### config.mk
export PLATFORM = sky130hd
export DESIGN_NAME = fbcsw_top
export DESIGN_NICKNAME = d
export VERILOG_FILES = /design/src/fbcsw_pkg.sv /design/src/fbcsw_wdog.sv /design/src/fbcsw_top.sv
export VERILOG_INCLUDE_DIRS = /design/src
export SDC_FILE = /design/constraint.sdc
export NUM_CORES = 1
export LEC_CHECK = 0
export ABC_AREA = 1
export BUFFER_PORTS_ARGS = -buffer_cell sky130_fd_sc_hd__buf_4
export CORE_MARGIN = 2
export CORE_UTILIZATION = 48
export DETAILED_ROUTE_END_ITERATION = 10
export PLACE_DENSITY = 0.81
export SYNTH_ARGS = -nofsm -noshare
export SYNTH_HDL_FRONTEND = slang
export SYNTH_SLANG_ARGS = --single-unit
### constraint.sdc
create_clock -name CLK_SYS_IN -period 1.9 [get_ports CLK_SYS_IN]
set_input_delay 0.38 -clock CLK_SYS_IN [delete_from_list [all_inputs] [get_ports CLK_SYS_IN]]
set_output_delay 0.38 -clock CLK_SYS_IN [all_outputs]
set_load 0.02 [all_outputs]
### src/fbcsw_defines.svh
`ifndef FBCSW_DEFINES_SVH
`define FBCSW_DEFINES_SVH

// Operate mode, state machine and control place selector codes
`define FBCSW_OPMODE_PROFILE 2'h1
`define FBCSW_OPMODE_BYPASS 2'h2
`define FBCSW_SMSEL_BASIC 2'h1
`define FBCSW_SMSEL_PROFILE 2'h2
`define FBCSW_PLACE_REMOTE 2'h3

// Status word source identifier that selects the built-in profile word
`define FBCSW_DEF_STATE_SRC 16'h0041

// Command word bit positions, profile and basic layouts
`define FBCSW_CB_ON 0
`define FBCSW_CB_COAST 1
`define FBCSW_CB_QSTOP 2
`define FBCSW_CB_RUN 3
`define FBCSW_CB_RAMP_OUT 4
`define FBCSW_CB_RAMP_HOLD 5
`define FBCSW_CB_RAMP_IN 6
`define FBCSW_CB_FRESET 7
`define FBCSW_CB_INCH1 8
`define FBCSW_CB_INCH2 9
`define FBCSW_CB_REMOTE_EN 10
`define FBCSW_CB_WDOG 11
`define FBCSW_CB_VIN_LO 11
`define FBCSW_CB_VIN_HI 14

// Three-bit scheme positions
`define FBCSW_TB_RUN 0
`define FBCSW_TB_REV 1
`define FBCSW_TB_FRESET 2

// Used-bit masks per scheme
`define FBCSW_MASK_BASIC 16'h7CFF
`define FBCSW_MASK_PROFILE 16'h0FFF
`define FBCSW_MASK_THREEBIT 16'h0007

// Status word bit positions
`define FBCSW_SB_RDY_ON 0
`define FBCSW_SB_RDY_OP 1
`define FBCSW_SB_RUNNING 2
`define FBCSW_SB_FAULT 3
`define FBCSW_SB_NO_COAST 4
`define FBCSW_SB_NO_QSTOP 5
`define FBCSW_SB_INHIBIT 6
`define FBCSW_SB_WARN 7
`define FBCSW_SB_AT_REF 8
`define FBCSW_SB_REMOTE 9
`define FBCSW_SB_FOUT_MAX 10
`define FBCSW_SB_BASIC_RUN 12
`define FBCSW_SB_BASIC_READY 13
`define FBCSW_SB_WDOG_ECHO 15
`define FBCSW_MASK_OB_STATE 16'h0277

// Reset values
`define FBCSW_WORD_RST 16'h0000

// Timing: watchdog counts in 1 ms ticks of a 4 ns clock
`define FBCSW_TICK_NS 1000000
`define FBCSW_CLK_NS 4

`endif

### src/fbcsw_pkg.sv
`default_nettype none

package fbcsw_pkg;

  // Decoded operate mode / state machine combination
  typedef enum logic [3:0] {
    CMB_BASIC = 4'h1,
    CMB_PROFILE = 4'h2,
    CMB_THREEBIT = 4'h4,
    CMB_BLOCKED = 4'h8
  } fbcsw_combo_t;

  // Drive-side profile state machine
  typedef enum logic [2:0] {
    ST_INHIBIT = 3'h1,
    ST_READY = 3'h2,
    ST_RUN = 3'h4
  } fbcsw_state_t;

endpackage

`default_nettype wire

### src/fbcsw_wdog.sv
`default_nettype none

module fbcsw_wdog #(
  parameter int TICK_CYCLES = 250000
) (
  input wire logic clk_in,
  input wire logic rstn_in,
  input wire logic en_in,
  input wire logic toggle_in,
  input wire logic [15:0] delay_in,
  input wire logic clear_in,
  output logic fault_out
);

  localparam int TW = $clog2(TICK_CYCLES + 1);

  logic [TW-1:0] div_q, div_d;
  logic [15:0] cnt_q, cnt_d;
  logic prev_q, prev_d;
  logic fault_q, fault_d;
  logic tick;

  // Millisecond tick and silence counter; a changed bit restarts the count
  always_comb begin
    tick = 1'b0;
    div_d = div_q + 1'b1;
    if (div_q == TW'(TICK_CYCLES - 1)) begin
      div_d = '0;
      tick = 1'b1;
    end
    prev_d = toggle_in;
    cnt_d = cnt_q;
    fault_d = fault_q;
    if (clear_in) begin
      fault_d = 1'b0;
    end
    if (!en_in || delay_in == 16'h0000) begin
      cnt_d = 16'h0000;
    end else if (toggle_in != prev_q) begin
      cnt_d = 16'h0000;
    end else if (cnt_q >= delay_in) begin
      fault_d = 1'b1; // Set wins over a same-cycle clear
    end else if (tick) begin
      cnt_d = cnt_q + 16'h0001;
    end
  end

  // Registers
  always_ff @(posedge clk_in) begin
    if (!rstn_in) begin
      div_q <= '0;
      cnt_q <= 16'h0000;
      prev_q <= 1'b0;
      fault_q <= 1'b0;
    end else begin
      div_q <= div_d;
      cnt_q <= cnt_d;
      prev_q <= prev_d;
      fault_q <= fault_d;
    end
  end

  assign fault_out = fault_q;

  property p_wd_skip;
    @(posedge clk_in) disable iff (!rstn_in)
    (delay_in == 16'h0000) |=> (cnt_q == 16'h0000);
  endproperty
  a_wd_skip: assert property (p_wd_skip) else $error("watchdog counted with zero delay");

  property p_wd_trip;
    @(posedge clk_in) disable iff (!rstn_in)
    $rose(fault_q) |-> ($past(delay_in) != 16'h0000) && ($past(cnt_q) >= $past(delay_in));
  endproperty
  a_wd_trip: assert property (p_wd_trip) else $error("watchdog fault without timeout");

endmodule // fbcsw_wdog

`default_nettype wire

### src/fbcsw_top.sv
// Overview of operation
// - Profile mode with profile machine ignores commands
// - Bypass plus profile machine uses profile decoding
// - Bypass plus basic machine uses three-bit control
// - Bypass status word chosen by source identifier
// - Basic bit 3 is run command
// - Basic bit 7 rising edge resets faults
// - Basic bit 10 enables, 11-14 virtual inputs
// - Basic status fault, warning, running, ready direct
// - Basic status bit 8 reference equals actual
// - Rising bit 0 leaves inhibit to ready
// - Bit 1 low coasts, bit 2 low quick-stops
// - Profile bit 3 starts and stops drive
// - Bit 4 low forces ramp output zero
// - Bit 5 low holds ramp output
// - Bit 6 low forces ramp input zero
// - Bits 8, 9 run inching speeds
// - Bit 10 active only with remote place
// - Watchdog toggle bit stops means fault
// - Fault acknowledge on rising edge only
// - Zero watchdog delay disables monitoring
// - Ramp zero beats hold beats input zero
// - Inching accepted only with ramp bits zero
`default_nettype none
`include "fbcsw_defines.svh"

module fbcsw_top #(
  parameter int TICK_CYCLES = `FBCSW_TICK_NS / `FBCSW_CLK_NS
) (
  input wire logic CLK_SYS_IN,
  input wire logic RSTN_IN,
  input wire logic [1:0] OPMODE_SEL_IN,
  input wire logic [1:0] SM_SEL_IN,
  input wire logic [1:0] CTRL_PLACE_SEL_IN,
  input wire logic [15:0] STATE_SRC_SEL_IN,
  input wire logic [15:0] WD_DELAY_MS_IN,
  input wire logic [15:0] CMD_WORD_IN,
  input wire logic CMD_UPDATE_IN,
  input wire logic [15:0] OB_STATE_WORD_IN,
  input wire logic [15:0] SEL_STATE_WORD_IN,
  input wire logic DRV_FAULT_IN,
  input wire logic DRV_WARN_IN,
  input wire logic DRV_RUNNING_IN,
  input wire logic DRV_READY_IN,
  input wire logic DRV_AT_REF_IN,
  input wire logic DRV_FOUT_MAX_IN,
  output logic [15:0] STATE_WORD_OUT,
  output logic RUN_REQ_OUT,
  output logic REVERSE_OUT,
  output logic COAST_STOP_OUT,
  output logic QUICK_STOP_OUT,
  output logic FAULT_RESET_OUT,
  output logic RAMP_OUT_ZERO_OUT,
  output logic RAMP_HOLD_OUT,
  output logic RAMP_IN_ZERO_OUT,
  output logic INCH1_OUT,
  output logic INCH2_OUT,
  output logic REMOTE_CTRL_OUT,
  output logic [3:0] VIRT_INPUT_OUT,
  output logic READY_TO_RUN_OUT,
  output logic WDOG_FAULT_OUT,
  output logic CMD_BLOCKED_OUT
);

  fbcsw_pkg::fbcsw_combo_t combo_q, combo_d;
  fbcsw_pkg::fbcsw_state_t st_q, st_d;
  logic [15:0] cmd_q, cmd_d;
  logic [15:0] rise_q, rise_d;
  logic [15:0] mask;
  logic remote_act, fault_any, wd_en, wd_clear, wd_fault, ramp_free;
  logic [15:0] sw_q, sw_d, prof_sw;
  logic run_q, run_d, rev_q, rev_d, coast_q, coast_d, qstop_q, qstop_d;
  logic fres_q, fres_d, rzo_q, rzo_d, rhold_q, rhold_d, rzi_q, rzi_d;
  logic inch1_q, inch1_d, inch2_q, inch2_d, remote_q, remote_d;
  logic [3:0] vin_q, vin_d;
  logic rdy_q, rdy_d, blk_q, blk_d;

  // Combination decode; unknown selector codes fall into the blocked case
  always_comb begin
    combo_d = fbcsw_pkg::CMB_BLOCKED;
    if (OPMODE_SEL_IN == `FBCSW_OPMODE_PROFILE && SM_SEL_IN == `FBCSW_SMSEL_BASIC) begin
      combo_d = fbcsw_pkg::CMB_BASIC;
    end else if (OPMODE_SEL_IN == `FBCSW_OPMODE_BYPASS) begin
      if (SM_SEL_IN == `FBCSW_SMSEL_PROFILE) begin
        combo_d = fbcsw_pkg::CMB_PROFILE;
      end else if (SM_SEL_IN == `FBCSW_SMSEL_BASIC) begin
        combo_d = fbcsw_pkg::CMB_THREEBIT;
      end
    end
    case (combo_q)
      fbcsw_pkg::CMB_BASIC: mask = `FBCSW_MASK_BASIC;
      fbcsw_pkg::CMB_PROFILE: mask = `FBCSW_MASK_PROFILE;
      fbcsw_pkg::CMB_THREEBIT: mask = `FBCSW_MASK_THREEBIT;
      default: mask = `FBCSW_WORD_RST;
    endcase
  end

  // Whole-word sampling with edge capture; a mode change flushes the word
  always_comb begin
    cmd_d = cmd_q;
    rise_d = `FBCSW_WORD_RST;
    if (combo_d != combo_q) begin
      cmd_d = `FBCSW_WORD_RST;
    end else if (CMD_UPDATE_IN && combo_q != fbcsw_pkg::CMB_BLOCKED) begin
      cmd_d = CMD_WORD_IN & mask;
      rise_d = cmd_d & ~cmd_q;
    end
  end

  always_ff @(posedge CLK_SYS_IN) begin
    if (!RSTN_IN) begin
      combo_q <= fbcsw_pkg::CMB_BLOCKED;
      cmd_q <= `FBCSW_WORD_RST;
      rise_q <= `FBCSW_WORD_RST;
    end else begin
      combo_q <= combo_d;
      cmd_q <= cmd_d;
      rise_q <= rise_d;
    end
  end

  // Remote control grant per combination
  always_comb begin
    case (combo_q)
      fbcsw_pkg::CMB_BASIC: remote_act = cmd_q[`FBCSW_CB_REMOTE_EN];
      fbcsw_pkg::CMB_PROFILE: remote_act = cmd_q[`FBCSW_CB_REMOTE_EN] &&
                                           CTRL_PLACE_SEL_IN == `FBCSW_PLACE_REMOTE;
      fbcsw_pkg::CMB_THREEBIT: remote_act = CTRL_PLACE_SEL_IN == `FBCSW_PLACE_REMOTE;
      default: remote_act = 1'b0;
    endcase
    fault_any = DRV_FAULT_IN || wd_fault;
    ramp_free = !(cmd_q[`FBCSW_CB_RAMP_OUT] || cmd_q[`FBCSW_CB_RAMP_HOLD] ||
                  cmd_q[`FBCSW_CB_RAMP_IN]);
    wd_en = combo_q == fbcsw_pkg::CMB_PROFILE && remote_act;
    wd_clear = combo_q == fbcsw_pkg::CMB_PROFILE && rise_q[`FBCSW_CB_FRESET];
  end

  // Profile state machine; stops and faults always fall back to inhibit
  always_comb begin
    st_d = st_q;
    if (combo_q != fbcsw_pkg::CMB_PROFILE) begin
      st_d = fbcsw_pkg::ST_INHIBIT;
    end else if (!cmd_q[`FBCSW_CB_COAST] || !cmd_q[`FBCSW_CB_QSTOP] ||
                 fault_any || !remote_act) begin
      st_d = fbcsw_pkg::ST_INHIBIT;
    end else begin
      case (st_q)
        fbcsw_pkg::ST_INHIBIT: begin
          if (rise_q[`FBCSW_CB_ON]) begin
            st_d = fbcsw_pkg::ST_READY;
          end
        end
        fbcsw_pkg::ST_READY: begin
          if (cmd_q[`FBCSW_CB_ON] && cmd_q[`FBCSW_CB_RUN]) begin
            st_d = fbcsw_pkg::ST_RUN;
          end
        end
        fbcsw_pkg::ST_RUN: begin
          if (!cmd_q[`FBCSW_CB_ON] || !cmd_q[`FBCSW_CB_RUN]) begin
            st_d = fbcsw_pkg::ST_READY;
          end
        end
        default: st_d = fbcsw_pkg::ST_INHIBIT;
      endcase
    end
  end

  always_ff @(posedge CLK_SYS_IN) begin
    if (!RSTN_IN) begin
      st_q <= fbcsw_pkg::ST_INHIBIT;
    end else begin
      st_q <= st_d;
    end
  end

  // Command outputs; all but the blocked flag idle low outside a usable combination
  always_comb begin
    run_d = 1'b0;
    rev_d = 1'b0;
    coast_d = 1'b0;
    qstop_d = 1'b0;
    fres_d = 1'b0;
    rzo_d = 1'b0;
    rhold_d = 1'b0;
    rzi_d = 1'b0;
    inch1_d = 1'b0;
    inch2_d = 1'b0;
    vin_d = 4'h0;
    blk_d = 1'b0;
    remote_d = remote_act;
    rdy_d = st_q != fbcsw_pkg::ST_INHIBIT;
    case (combo_q)
      fbcsw_pkg::CMB_BASIC: begin
        run_d = cmd_q[`FBCSW_CB_RUN] && remote_act;
        fres_d = rise_q[`FBCSW_CB_FRESET];
        vin_d = cmd_q[`FBCSW_CB_VIN_HI:`FBCSW_CB_VIN_LO];
      end
      fbcsw_pkg::CMB_PROFILE: begin
        run_d = st_q == fbcsw_pkg::ST_RUN;
        coast_d = !cmd_q[`FBCSW_CB_COAST];
        qstop_d = !cmd_q[`FBCSW_CB_QSTOP];
        fres_d = rise_q[`FBCSW_CB_FRESET];
        rzo_d = !cmd_q[`FBCSW_CB_RAMP_OUT];
        rhold_d = cmd_q[`FBCSW_CB_RAMP_OUT] && !cmd_q[`FBCSW_CB_RAMP_HOLD];
        rzi_d = cmd_q[`FBCSW_CB_RAMP_OUT] && cmd_q[`FBCSW_CB_RAMP_HOLD] &&
                !cmd_q[`FBCSW_CB_RAMP_IN];
        inch1_d = cmd_q[`FBCSW_CB_INCH1] && ramp_free && remote_act;
        inch2_d = cmd_q[`FBCSW_CB_INCH2] && ramp_free && remote_act;
      end
      fbcsw_pkg::CMB_THREEBIT: begin
        run_d = cmd_q[`FBCSW_TB_RUN] && remote_act;
        rev_d = cmd_q[`FBCSW_TB_REV];
        fres_d = rise_q[`FBCSW_TB_FRESET];
      end
      default: begin
        blk_d = 1'b1;
        remote_d = 1'b0;
      end
    endcase
  end

  always_ff @(posedge CLK_SYS_IN) begin
    if (!RSTN_IN) begin
      run_q <= 1'b0;
      rev_q <= 1'b0;
      coast_q <= 1'b0;
      qstop_q <= 1'b0;
      fres_q <= 1'b0;
      rzo_q <= 1'b0;
      rhold_q <= 1'b0;
      rzi_q <= 1'b0;
      inch1_q <= 1'b0;
      inch2_q <= 1'b0;
      vin_q <= 4'h0;
      remote_q <= 1'b0;
      rdy_q <= 1'b0;
      blk_q <= 1'b0;
    end else begin
      run_q <= run_d;
      rev_q <= rev_d;
      coast_q <= coast_d;
      qstop_q <= qstop_d;
      fres_q <= fres_d;
      rzo_q <= rzo_d;
      rhold_q <= rhold_d;
      rzi_q <= rzi_d;
      inch1_q <= inch1_d;
      inch2_q <= inch2_d;
      vin_q <= vin_d;
      remote_q <= remote_d;
      rdy_q <= rdy_d;
      blk_q <= blk_d;
    end
  end

  // Returned status word; the blocked case returns all zero
  always_comb begin
    prof_sw = `FBCSW_WORD_RST;
    prof_sw[`FBCSW_SB_RDY_ON] = st_q != fbcsw_pkg::ST_INHIBIT;
    prof_sw[`FBCSW_SB_RDY_OP] = st_q == fbcsw_pkg::ST_RUN;
    prof_sw[`FBCSW_SB_RUNNING] = DRV_RUNNING_IN;
    prof_sw[`FBCSW_SB_FAULT] = fault_any;
    prof_sw[`FBCSW_SB_NO_COAST] = cmd_q[`FBCSW_CB_COAST];
    prof_sw[`FBCSW_SB_NO_QSTOP] = cmd_q[`FBCSW_CB_QSTOP];
    prof_sw[`FBCSW_SB_INHIBIT] = st_q == fbcsw_pkg::ST_INHIBIT;
    prof_sw[`FBCSW_SB_WARN] = DRV_WARN_IN;
    prof_sw[`FBCSW_SB_AT_REF] = DRV_AT_REF_IN;
    prof_sw[`FBCSW_SB_REMOTE] = remote_act;
    prof_sw[`FBCSW_SB_FOUT_MAX] = DRV_FOUT_MAX_IN;
    prof_sw[`FBCSW_SB_WDOG_ECHO] = cmd_q[`FBCSW_CB_WDOG];
    sw_d = `FBCSW_WORD_RST;
    case (combo_q)
      fbcsw_pkg::CMB_BASIC: begin
        sw_d = OB_STATE_WORD_IN & `FBCSW_MASK_OB_STATE;
        sw_d[`FBCSW_SB_FAULT] = DRV_FAULT_IN;
        sw_d[`FBCSW_SB_WARN] = DRV_WARN_IN;
        sw_d[`FBCSW_SB_AT_REF] = DRV_AT_REF_IN;
        sw_d[`FBCSW_SB_BASIC_RUN] = DRV_RUNNING_IN;
        sw_d[`FBCSW_SB_BASIC_READY] = DRV_READY_IN;
      end
      fbcsw_pkg::CMB_PROFILE, fbcsw_pkg::CMB_THREEBIT: begin
        sw_d = (STATE_SRC_SEL_IN == `FBCSW_DEF_STATE_SRC) ? prof_sw
                                                          : SEL_STATE_WORD_IN;
      end
      default: sw_d = `FBCSW_WORD_RST;
    endcase
  end

  always_ff @(posedge CLK_SYS_IN) begin
    if (!RSTN_IN) begin
      sw_q <= `FBCSW_WORD_RST;
    end else begin
      sw_q <= sw_d;
    end
  end

  // Toggle supervision lives in its own counter block
  fbcsw_wdog #(.TICK_CYCLES(TICK_CYCLES)) u_wdog (
    .clk_in(CLK_SYS_IN),
    .rstn_in(RSTN_IN),
    .en_in(wd_en),
    .toggle_in(cmd_q[`FBCSW_CB_WDOG]),
    .delay_in(WD_DELAY_MS_IN),
    .clear_in(wd_clear),
    .fault_out(wd_fault)
  );

  assign STATE_WORD_OUT = sw_q;
  assign RUN_REQ_OUT = run_q;
  assign REVERSE_OUT = rev_q;
  assign COAST_STOP_OUT = coast_q;
  assign QUICK_STOP_OUT = qstop_q;
  assign FAULT_RESET_OUT = fres_q;
  assign RAMP_OUT_ZERO_OUT = rzo_q;
  assign RAMP_HOLD_OUT = rhold_q;
  assign RAMP_IN_ZERO_OUT = rzi_q;
  assign INCH1_OUT = inch1_q;
  assign INCH2_OUT = inch2_q;
  assign REMOTE_CTRL_OUT = remote_q;
  assign VIRT_INPUT_OUT = vin_q;
  assign READY_TO_RUN_OUT = rdy_q;
  assign WDOG_FAULT_OUT = wd_fault;
  assign CMD_BLOCKED_OUT = blk_q;

  property p_blocked;
    @(posedge CLK_SYS_IN) disable iff (!RSTN_IN)
    (combo_q == fbcsw_pkg::CMB_BLOCKED) |=> CMD_BLOCKED_OUT && !RUN_REQ_OUT;
  endproperty
  a_blocked: assert property (p_blocked) else $error("blocked mode still commands");

  property p_sample;
    @(posedge CLK_SYS_IN) disable iff (!RSTN_IN)
    (CMD_UPDATE_IN && combo_q == fbcsw_pkg::CMB_PROFILE && combo_d == combo_q)
      |=> cmd_q == ($past(CMD_WORD_IN) & `FBCSW_MASK_PROFILE);
  endproperty
  a_sample: assert property (p_sample) else $error("word not sampled whole");

  property p_fres_edge;
    @(posedge CLK_SYS_IN) disable iff (!RSTN_IN)
    FAULT_RESET_OUT |-> $past(rise_q) != `FBCSW_WORD_RST ##1 !FAULT_RESET_OUT;
  endproperty
  a_fres_edge: assert property (p_fres_edge) else $error("fault reset not edge");

  property p_ramp_prio;
    @(posedge CLK_SYS_IN) disable iff (!RSTN_IN)
    (combo_q == fbcsw_pkg::CMB_PROFILE && !cmd_q[`FBCSW_CB_RAMP_OUT])
      |=> RAMP_OUT_ZERO_OUT && !RAMP_HOLD_OUT && !RAMP_IN_ZERO_OUT;
  endproperty
  a_ramp_prio: assert property (p_ramp_prio) else $error("ramp priority broken");

  property p_inch_gate;
    @(posedge CLK_SYS_IN) disable iff (!RSTN_IN)
    (INCH1_OUT || INCH2_OUT) |-> $past(cmd_q[6:4]) == 3'h0;
  endproperty
  a_inch_gate: assert property (p_inch_gate) else $error("inching with ramp bits set");

  property p_inhibit_exit;
    @(posedge CLK_SYS_IN) disable iff (!RSTN_IN)
    (st_q == fbcsw_pkg::ST_INHIBIT && st_d == fbcsw_pkg::ST_READY) |-> rise_q[`FBCSW_CB_ON];
  endproperty
  a_inhibit_exit: assert property (p_inhibit_exit) else $error("inhibit left without edge");

  property p_coast;
    @(posedge CLK_SYS_IN) disable iff (!RSTN_IN)
    (combo_q == fbcsw_pkg::CMB_PROFILE && !cmd_q[`FBCSW_CB_COAST])
      |=> COAST_STOP_OUT && st_q == fbcsw_pkg::ST_INHIBIT;
  endproperty
  a_coast: assert property (p_coast) else $error("coast stop not applied");

  property p_remote;
    @(posedge CLK_SYS_IN) disable iff (!RSTN_IN)
    (REMOTE_CTRL_OUT && $past(combo_q) == fbcsw_pkg::CMB_PROFILE)
      |-> $past(CTRL_PLACE_SEL_IN) == `FBCSW_PLACE_REMOTE;
  endproperty
  a_remote: assert property (p_remote) else $error("remote active at wrong place");

  property p_state_src;
    @(posedge CLK_SYS_IN) disable iff (!RSTN_IN)
    (combo_q == fbcsw_pkg::CMB_PROFILE && STATE_SRC_SEL_IN != `FBCSW_DEF_STATE_SRC)
      |=> STATE_WORD_OUT == $past(SEL_STATE_WORD_IN);
  endproperty
  a_state_src: assert property (p_state_src) else $error("status source ignored");

endmodule // fbcsw_top

`default_nettype wire

# Word level (Yosys, flattened, before mapping)
# Index checks and enable logic that the tools add are counted.
# Widths: inputs -> output; s select.
# word_totals
reg_bits	99
word_cells	121
in_bits	95
out_inout_bits	34
# classes
addsub	2
n_eq_ne	21
magnitude_cmp	1
reduce_logical	48
muxes	20
bitwise	6
# ops
op	count
$pmux 15 s3	1
$pmux 16 s2	1
$add 18x1->18 const B	1
$eq 18x18->1 const B	1
$add 16x1->16 const B	1
$eq 16x7->1 const B	1
$ge 16x16->1	1
$logic_not 16->1	1
$mux 16	1
$mux 4	4
$and 15x15->15	1
$logic_and 1x1->1	15
$reduce_or 3->1	4
$logic_not 1->1	10
$reduce_and 2->1	5
$mux 3	3
$pmux 3 s3	1
$and 8x8->8	1
$logic_or 1x1->1	8
$not 8->8	1
$reduce_or 2->1	4
$eq 2x2->1 const B	3
$mux 1	6
$pmux 1 s3	2
17 further kinds	21

# Logic depth before layout (Yosys ltp)
# logic_depth
word_depth	7
mapped_depth	15
ltp_nobuf	15

# Hierarchy
# Synthesis repeated with hierarchy kept, for this count alone.
# hier_totals
cells_unflattened	716
area_unflattened_um2	4989.8
# modules_own_cells
mod	area_per_inst_um2	seq_area_each_um2	cells_per_inst	instances
fbcsw_top	2544.9	1161.1	351	1
fbcsw_wdog	2444.8	720.7	365	1

# Least setup slack after synthesis
# Ideal clock, no wire load.
# synth_timing
path_type	input port to flip-flop
from	input port WD_DELAY_MS_IN[15]
to	register u_wdog.cnt_q[2]
path_slack_ns	0.094
required_time_ns	1.786
setup_ns	0.114
n_path_buf	1
arrival_time_ns	1.692
stages	9
path_cell_list	inv_1 > ha_1 > a21oi_1 > o21ai_0 > nor2_1 > buf_4 > nand4_1 > o21bai_1 > nor2_1
# synth_via
elab_chain_cells	3
word_cells_on_any_way	6
classes_between	order compare: 1; bitwise: 1; reduce/logical: 4
# synth_rtl
item	line_no	text
start, declared	fbcsw_top.sv:36	input wire logic [15:0] WD_DELAY_MS_IN,
$ge 16x16->1 or $logic_not 16->1 (tied branches)	fbcsw_wdog.sv:41, fbcsw_wdog.sv:37	
$not 1->1 (no source line) or $logic_or 1x1->1 (tied branches)	n/a	
$reduce_and 2->1 (no source line) or $reduce_or 3->1 (tied branches)	n/a	
end signal, assigned	fbcsw_wdog.sv:57	cnt_q <= cnt_d;
end, declared	fbcsw_wdog.sv:18	logic [15:0] cnt_q, cnt_d;
# Parallel ways exist; a longest one is shown, timed or not.
# A chain may end at the register's enable or synchronous reset.

# Final worst setup path
# layout_timing
from	register u_wdog.cnt_q[15]
to	register u_wdog.cnt_q[14]
# layout_via
elab_chain_cells	3
# layout_rtl
item	line_no	text
$ge 16x16->1	fbcsw_wdog.sv:41	end else if (cnt_q >= delay_in) begin
$not 1->1 (no source line)	n/a	
$reduce_and 2->1 (no source line)	n/a	
# No other way between the ends.

==> impl_metrics.tcl <==
set metrics [dict create \
    synth_seq_area_share_pct 39.8 \
    vias 4631 \
    cp.required_ns 2.16 \
    syn_inst 661 \
    start_kind "flip-flop" \
    io-pin-count 129 \
    clock.fmax_ghz 0.578 \
    avgSynthCellArea_um2 7.16 \
    cts-root-buf "clkbuf_8" \
    area_growth_pct 28.0 \
    antenna_found_initial 0 \
    slew_viol_final 0 \
    relSlewSlack_pct 70.9 \
    die_area_mm2 0.0107 \
    hp-class "in2reg" \
    cts.clk_slew.worst_paths_ns 0.09 \
    drt_wl_total_um 11600 \
    ys_ff_latch 94 \
    synth_edf_count 0 \
    clockBufferDepth 2 \
    ir_drop_mv 0.412 \
    status "completed" \
    synth_nets 777 \
    crit_path_top_delay_cell "dfxtp_1" \
    cts_htree_levels 3 \
    hpwlAfterDp_um 8860 \
    rows 36 \
    globalplace.congestion 0.852 \
    clock-sinks 94 \
    core_mm2 0.00968 \
    grt_max_degree 19 \
    final_hold_viol_count 0 \
    endpoint_kind "flip-flop" \
    routedWlPerCell_um 12.5 \
    portBuffers 118 \
    die_h_um 103 \
    reg2reg_slack_ns 0.17 \
    start_util_pct 48.9 \
    stdcell_count 932 \
    drive_above_1_share_pct 23.9 \
    tightest_slew_ns 0.435 \
    critPathBufInv 2 \
    cts_tree "done" \
    drtPass1Iterations 5 \
    ys_warn_count 0 \
    clk_latency_ns 0.36 \
    drtIter0Drc 296 \
    period_minus_slack_ns 1.73 \
    worstSetupPathType "reg2reg" \
    powerDensity_mw_per_mm2 602 \
    grt_pass1_wl_um 18300 \
    leakagePower_nw 2.74 \
    layout.nets 910 \
    ant_nets 0 \
    fin_skew_ns 0.0117 \
    crit_family "compound AO/OA/AOI/OAI gates" \
    finalCritPeriodShare_pct 91.0 \
    crit_fanout 10 \
    rsz0062_at_grt "false" \
    holdWs_ns 0.243 \
    path_cells "ha_1 -> a21oi_1 -> o21ai_0 -> nor2_1 -> buf_4 -> buf_4 -> nand4_2 -> o21bai_1 -> nor2_1" \
    grt_usage_pct 21.3 \
    overflow 0 \
    grt_pass1_vias 4306 \
    ys_types 42 \
    max-cap-violations 0 \
    setup_violations 0 \
    synth_top_flop_cell "dfxtp_1" \
    drc 0 \
    ys_async_sr_fraction_pct 0 \
    via_per_inst 4.97 \
    placed_cells 914 \
    cpPeakStageDelay_ns 0.33 \
    critPathArrivalTime_ns 1.99 \
    numCtsBuffers 9 \
    syn_area_mm2 0.00473 \
    die_w_um 103 \
    diodes 0 \
]
==> per-stage QoR <==
stage / area, um2 / worst slack [ns] / TNS, ns / utilization (%) / power [W]
floorplan: 4730 / 0.0940 / 0 / - / 0.00213
global placement: 5820 / 0.00295 / 0 / 60.1 / 0.00229
detailed placement: 5820 / -0.0794 / -0.498 / 60.1 / 0.00230
CTS: 6030 / 0.0700 / 0 / 62.2 / 0.00366
global route: 6060 / 0.00442 / 0 / 62.6 / 0.00378
finish: 6060 / 0.170 / 0 / 62.6 / 0.00365
==> cells in the final DEF (no fill, tap or decap), types with 3 or more instances in the layout <==
cell type	count
or2_2	4
nand4_2	5
o211ai_1	4
nor4_1	4
nor2_1	117
dfxtp_1	91
a22oi_1	12
nand3_1	26
o21bai_1	10
buf_4	134
inv_2	7
xor2_1	6
nor2_2	5
clkbuf_8	11
nand2_1	122
nand2_2	6
o21ai_0	9
ha_1	21
a21oi_1	30
inv_1	103
nand4_1	19
dfxtp_2	3
nor3_1	20
==> cell families (layout without fill, tap and decap cells) <==
group | count (synthesis) | after routing | synth area share [%]
simple gates | 342 | 343 | 33.1
buf+inv | 123 | 260 | 10.4
flops | 94 | 94 | 39.8
compound gates | 74 | 74 | 9.86
fa+ha+maj | 21 | 21 | 5.55
xor+xnor | 7 | 7 | 1.30
==> power by group <==
part	switching (W)	leakage (nW)	total, W	internal (W)
clock network	0.000702	0.0992	0.00139	0.000686
logic	0.000119	1.88	0.000274	0.000155
registers	0.00000745	0.760	0.00198	0.00198
==> worst min-delay path: stages <==
cell,delay (ns)
buf_4,0.08
nand2_1,0.04
nor2_1,0.07
==> sequential cells by signal, summed over array words and instances (netlist names), 3 cells and up <==
| register | flops |
|---|---|
| VIRT_INPUT_OUT | 4 |
| u_wdog.cnt_q | 16 |
| rise_q | 3 |
| st_q | 3 |
| STATE_WORD_OUT | 16 |
| combo_q | 4 |
| u_wdog.div_q | 18 |
| cmd_q | 15 |
==> cell usage after synthesis (all sizes together) (12+ instances only) <==
cell     n  area [um2]
a21oi   31         166
a22oi   12        90.1
dfxtp   94        1880
ha      21         263
inv    110         413
nand2  128         493
nand3   29         168
nand4   24         181
nor2   124         502
nor3    22         121
o21ai   12        63.8
==> what timing repair did <==
item,CTS,global route
buffers inserted,0,1
hold buffers,0,0
resized for setup,0,6
endpoints found under the setup margin,0,15
==> final cells by class <==
type / instances / area (um2)
Timing Repair Buffer: 134 / 1010
Sequential cell: 94 / 1890
Clock buffer: 12 / 155
Multi-Input combinational cell: 445 / 2380
Fill cell: 823 / 3630
Inverter: 110 / 413
Tap cell: 133 / 166
Clock inverter: 4 / 53.8
==> layer usage <==
layer	part of all wire, %	routed length (um)	GRT usage (%)	vias to the layer above
met5	0	0	0	-
met4	1.2	136	9.11	0
met3	5.7	666	4.84	13
met2	50	5780	36.9	137
met1	43	5030	25.4	2101
li1	-	-	-	2380
==> path summary, 6_finish.rpt <==
kind | from | to | cells past startpoint
hold / removal | SEL_STATE_WORD_IN[11] | STATE_WORD_OUT[11]$_SDFF_PN0_ | 3
hold reg to reg | cmd_q[9]$_SDFFE_PP0P_ | INCH2_OUT$_SDFF_PN0_ | 2
setup reg to reg | u_wdog.cnt_q[15]$_SDFFE_PP0P_ | u_wdog.cnt_q[14]$_SDFFE_PP0P_ | 9
setup / recovery | u_wdog.cnt_q[15]$_SDFFE_PP0P_ | u_wdog.cnt_q[14]$_SDFFE_PP0P_ | 9
Power figures use the tool's default switching activity.
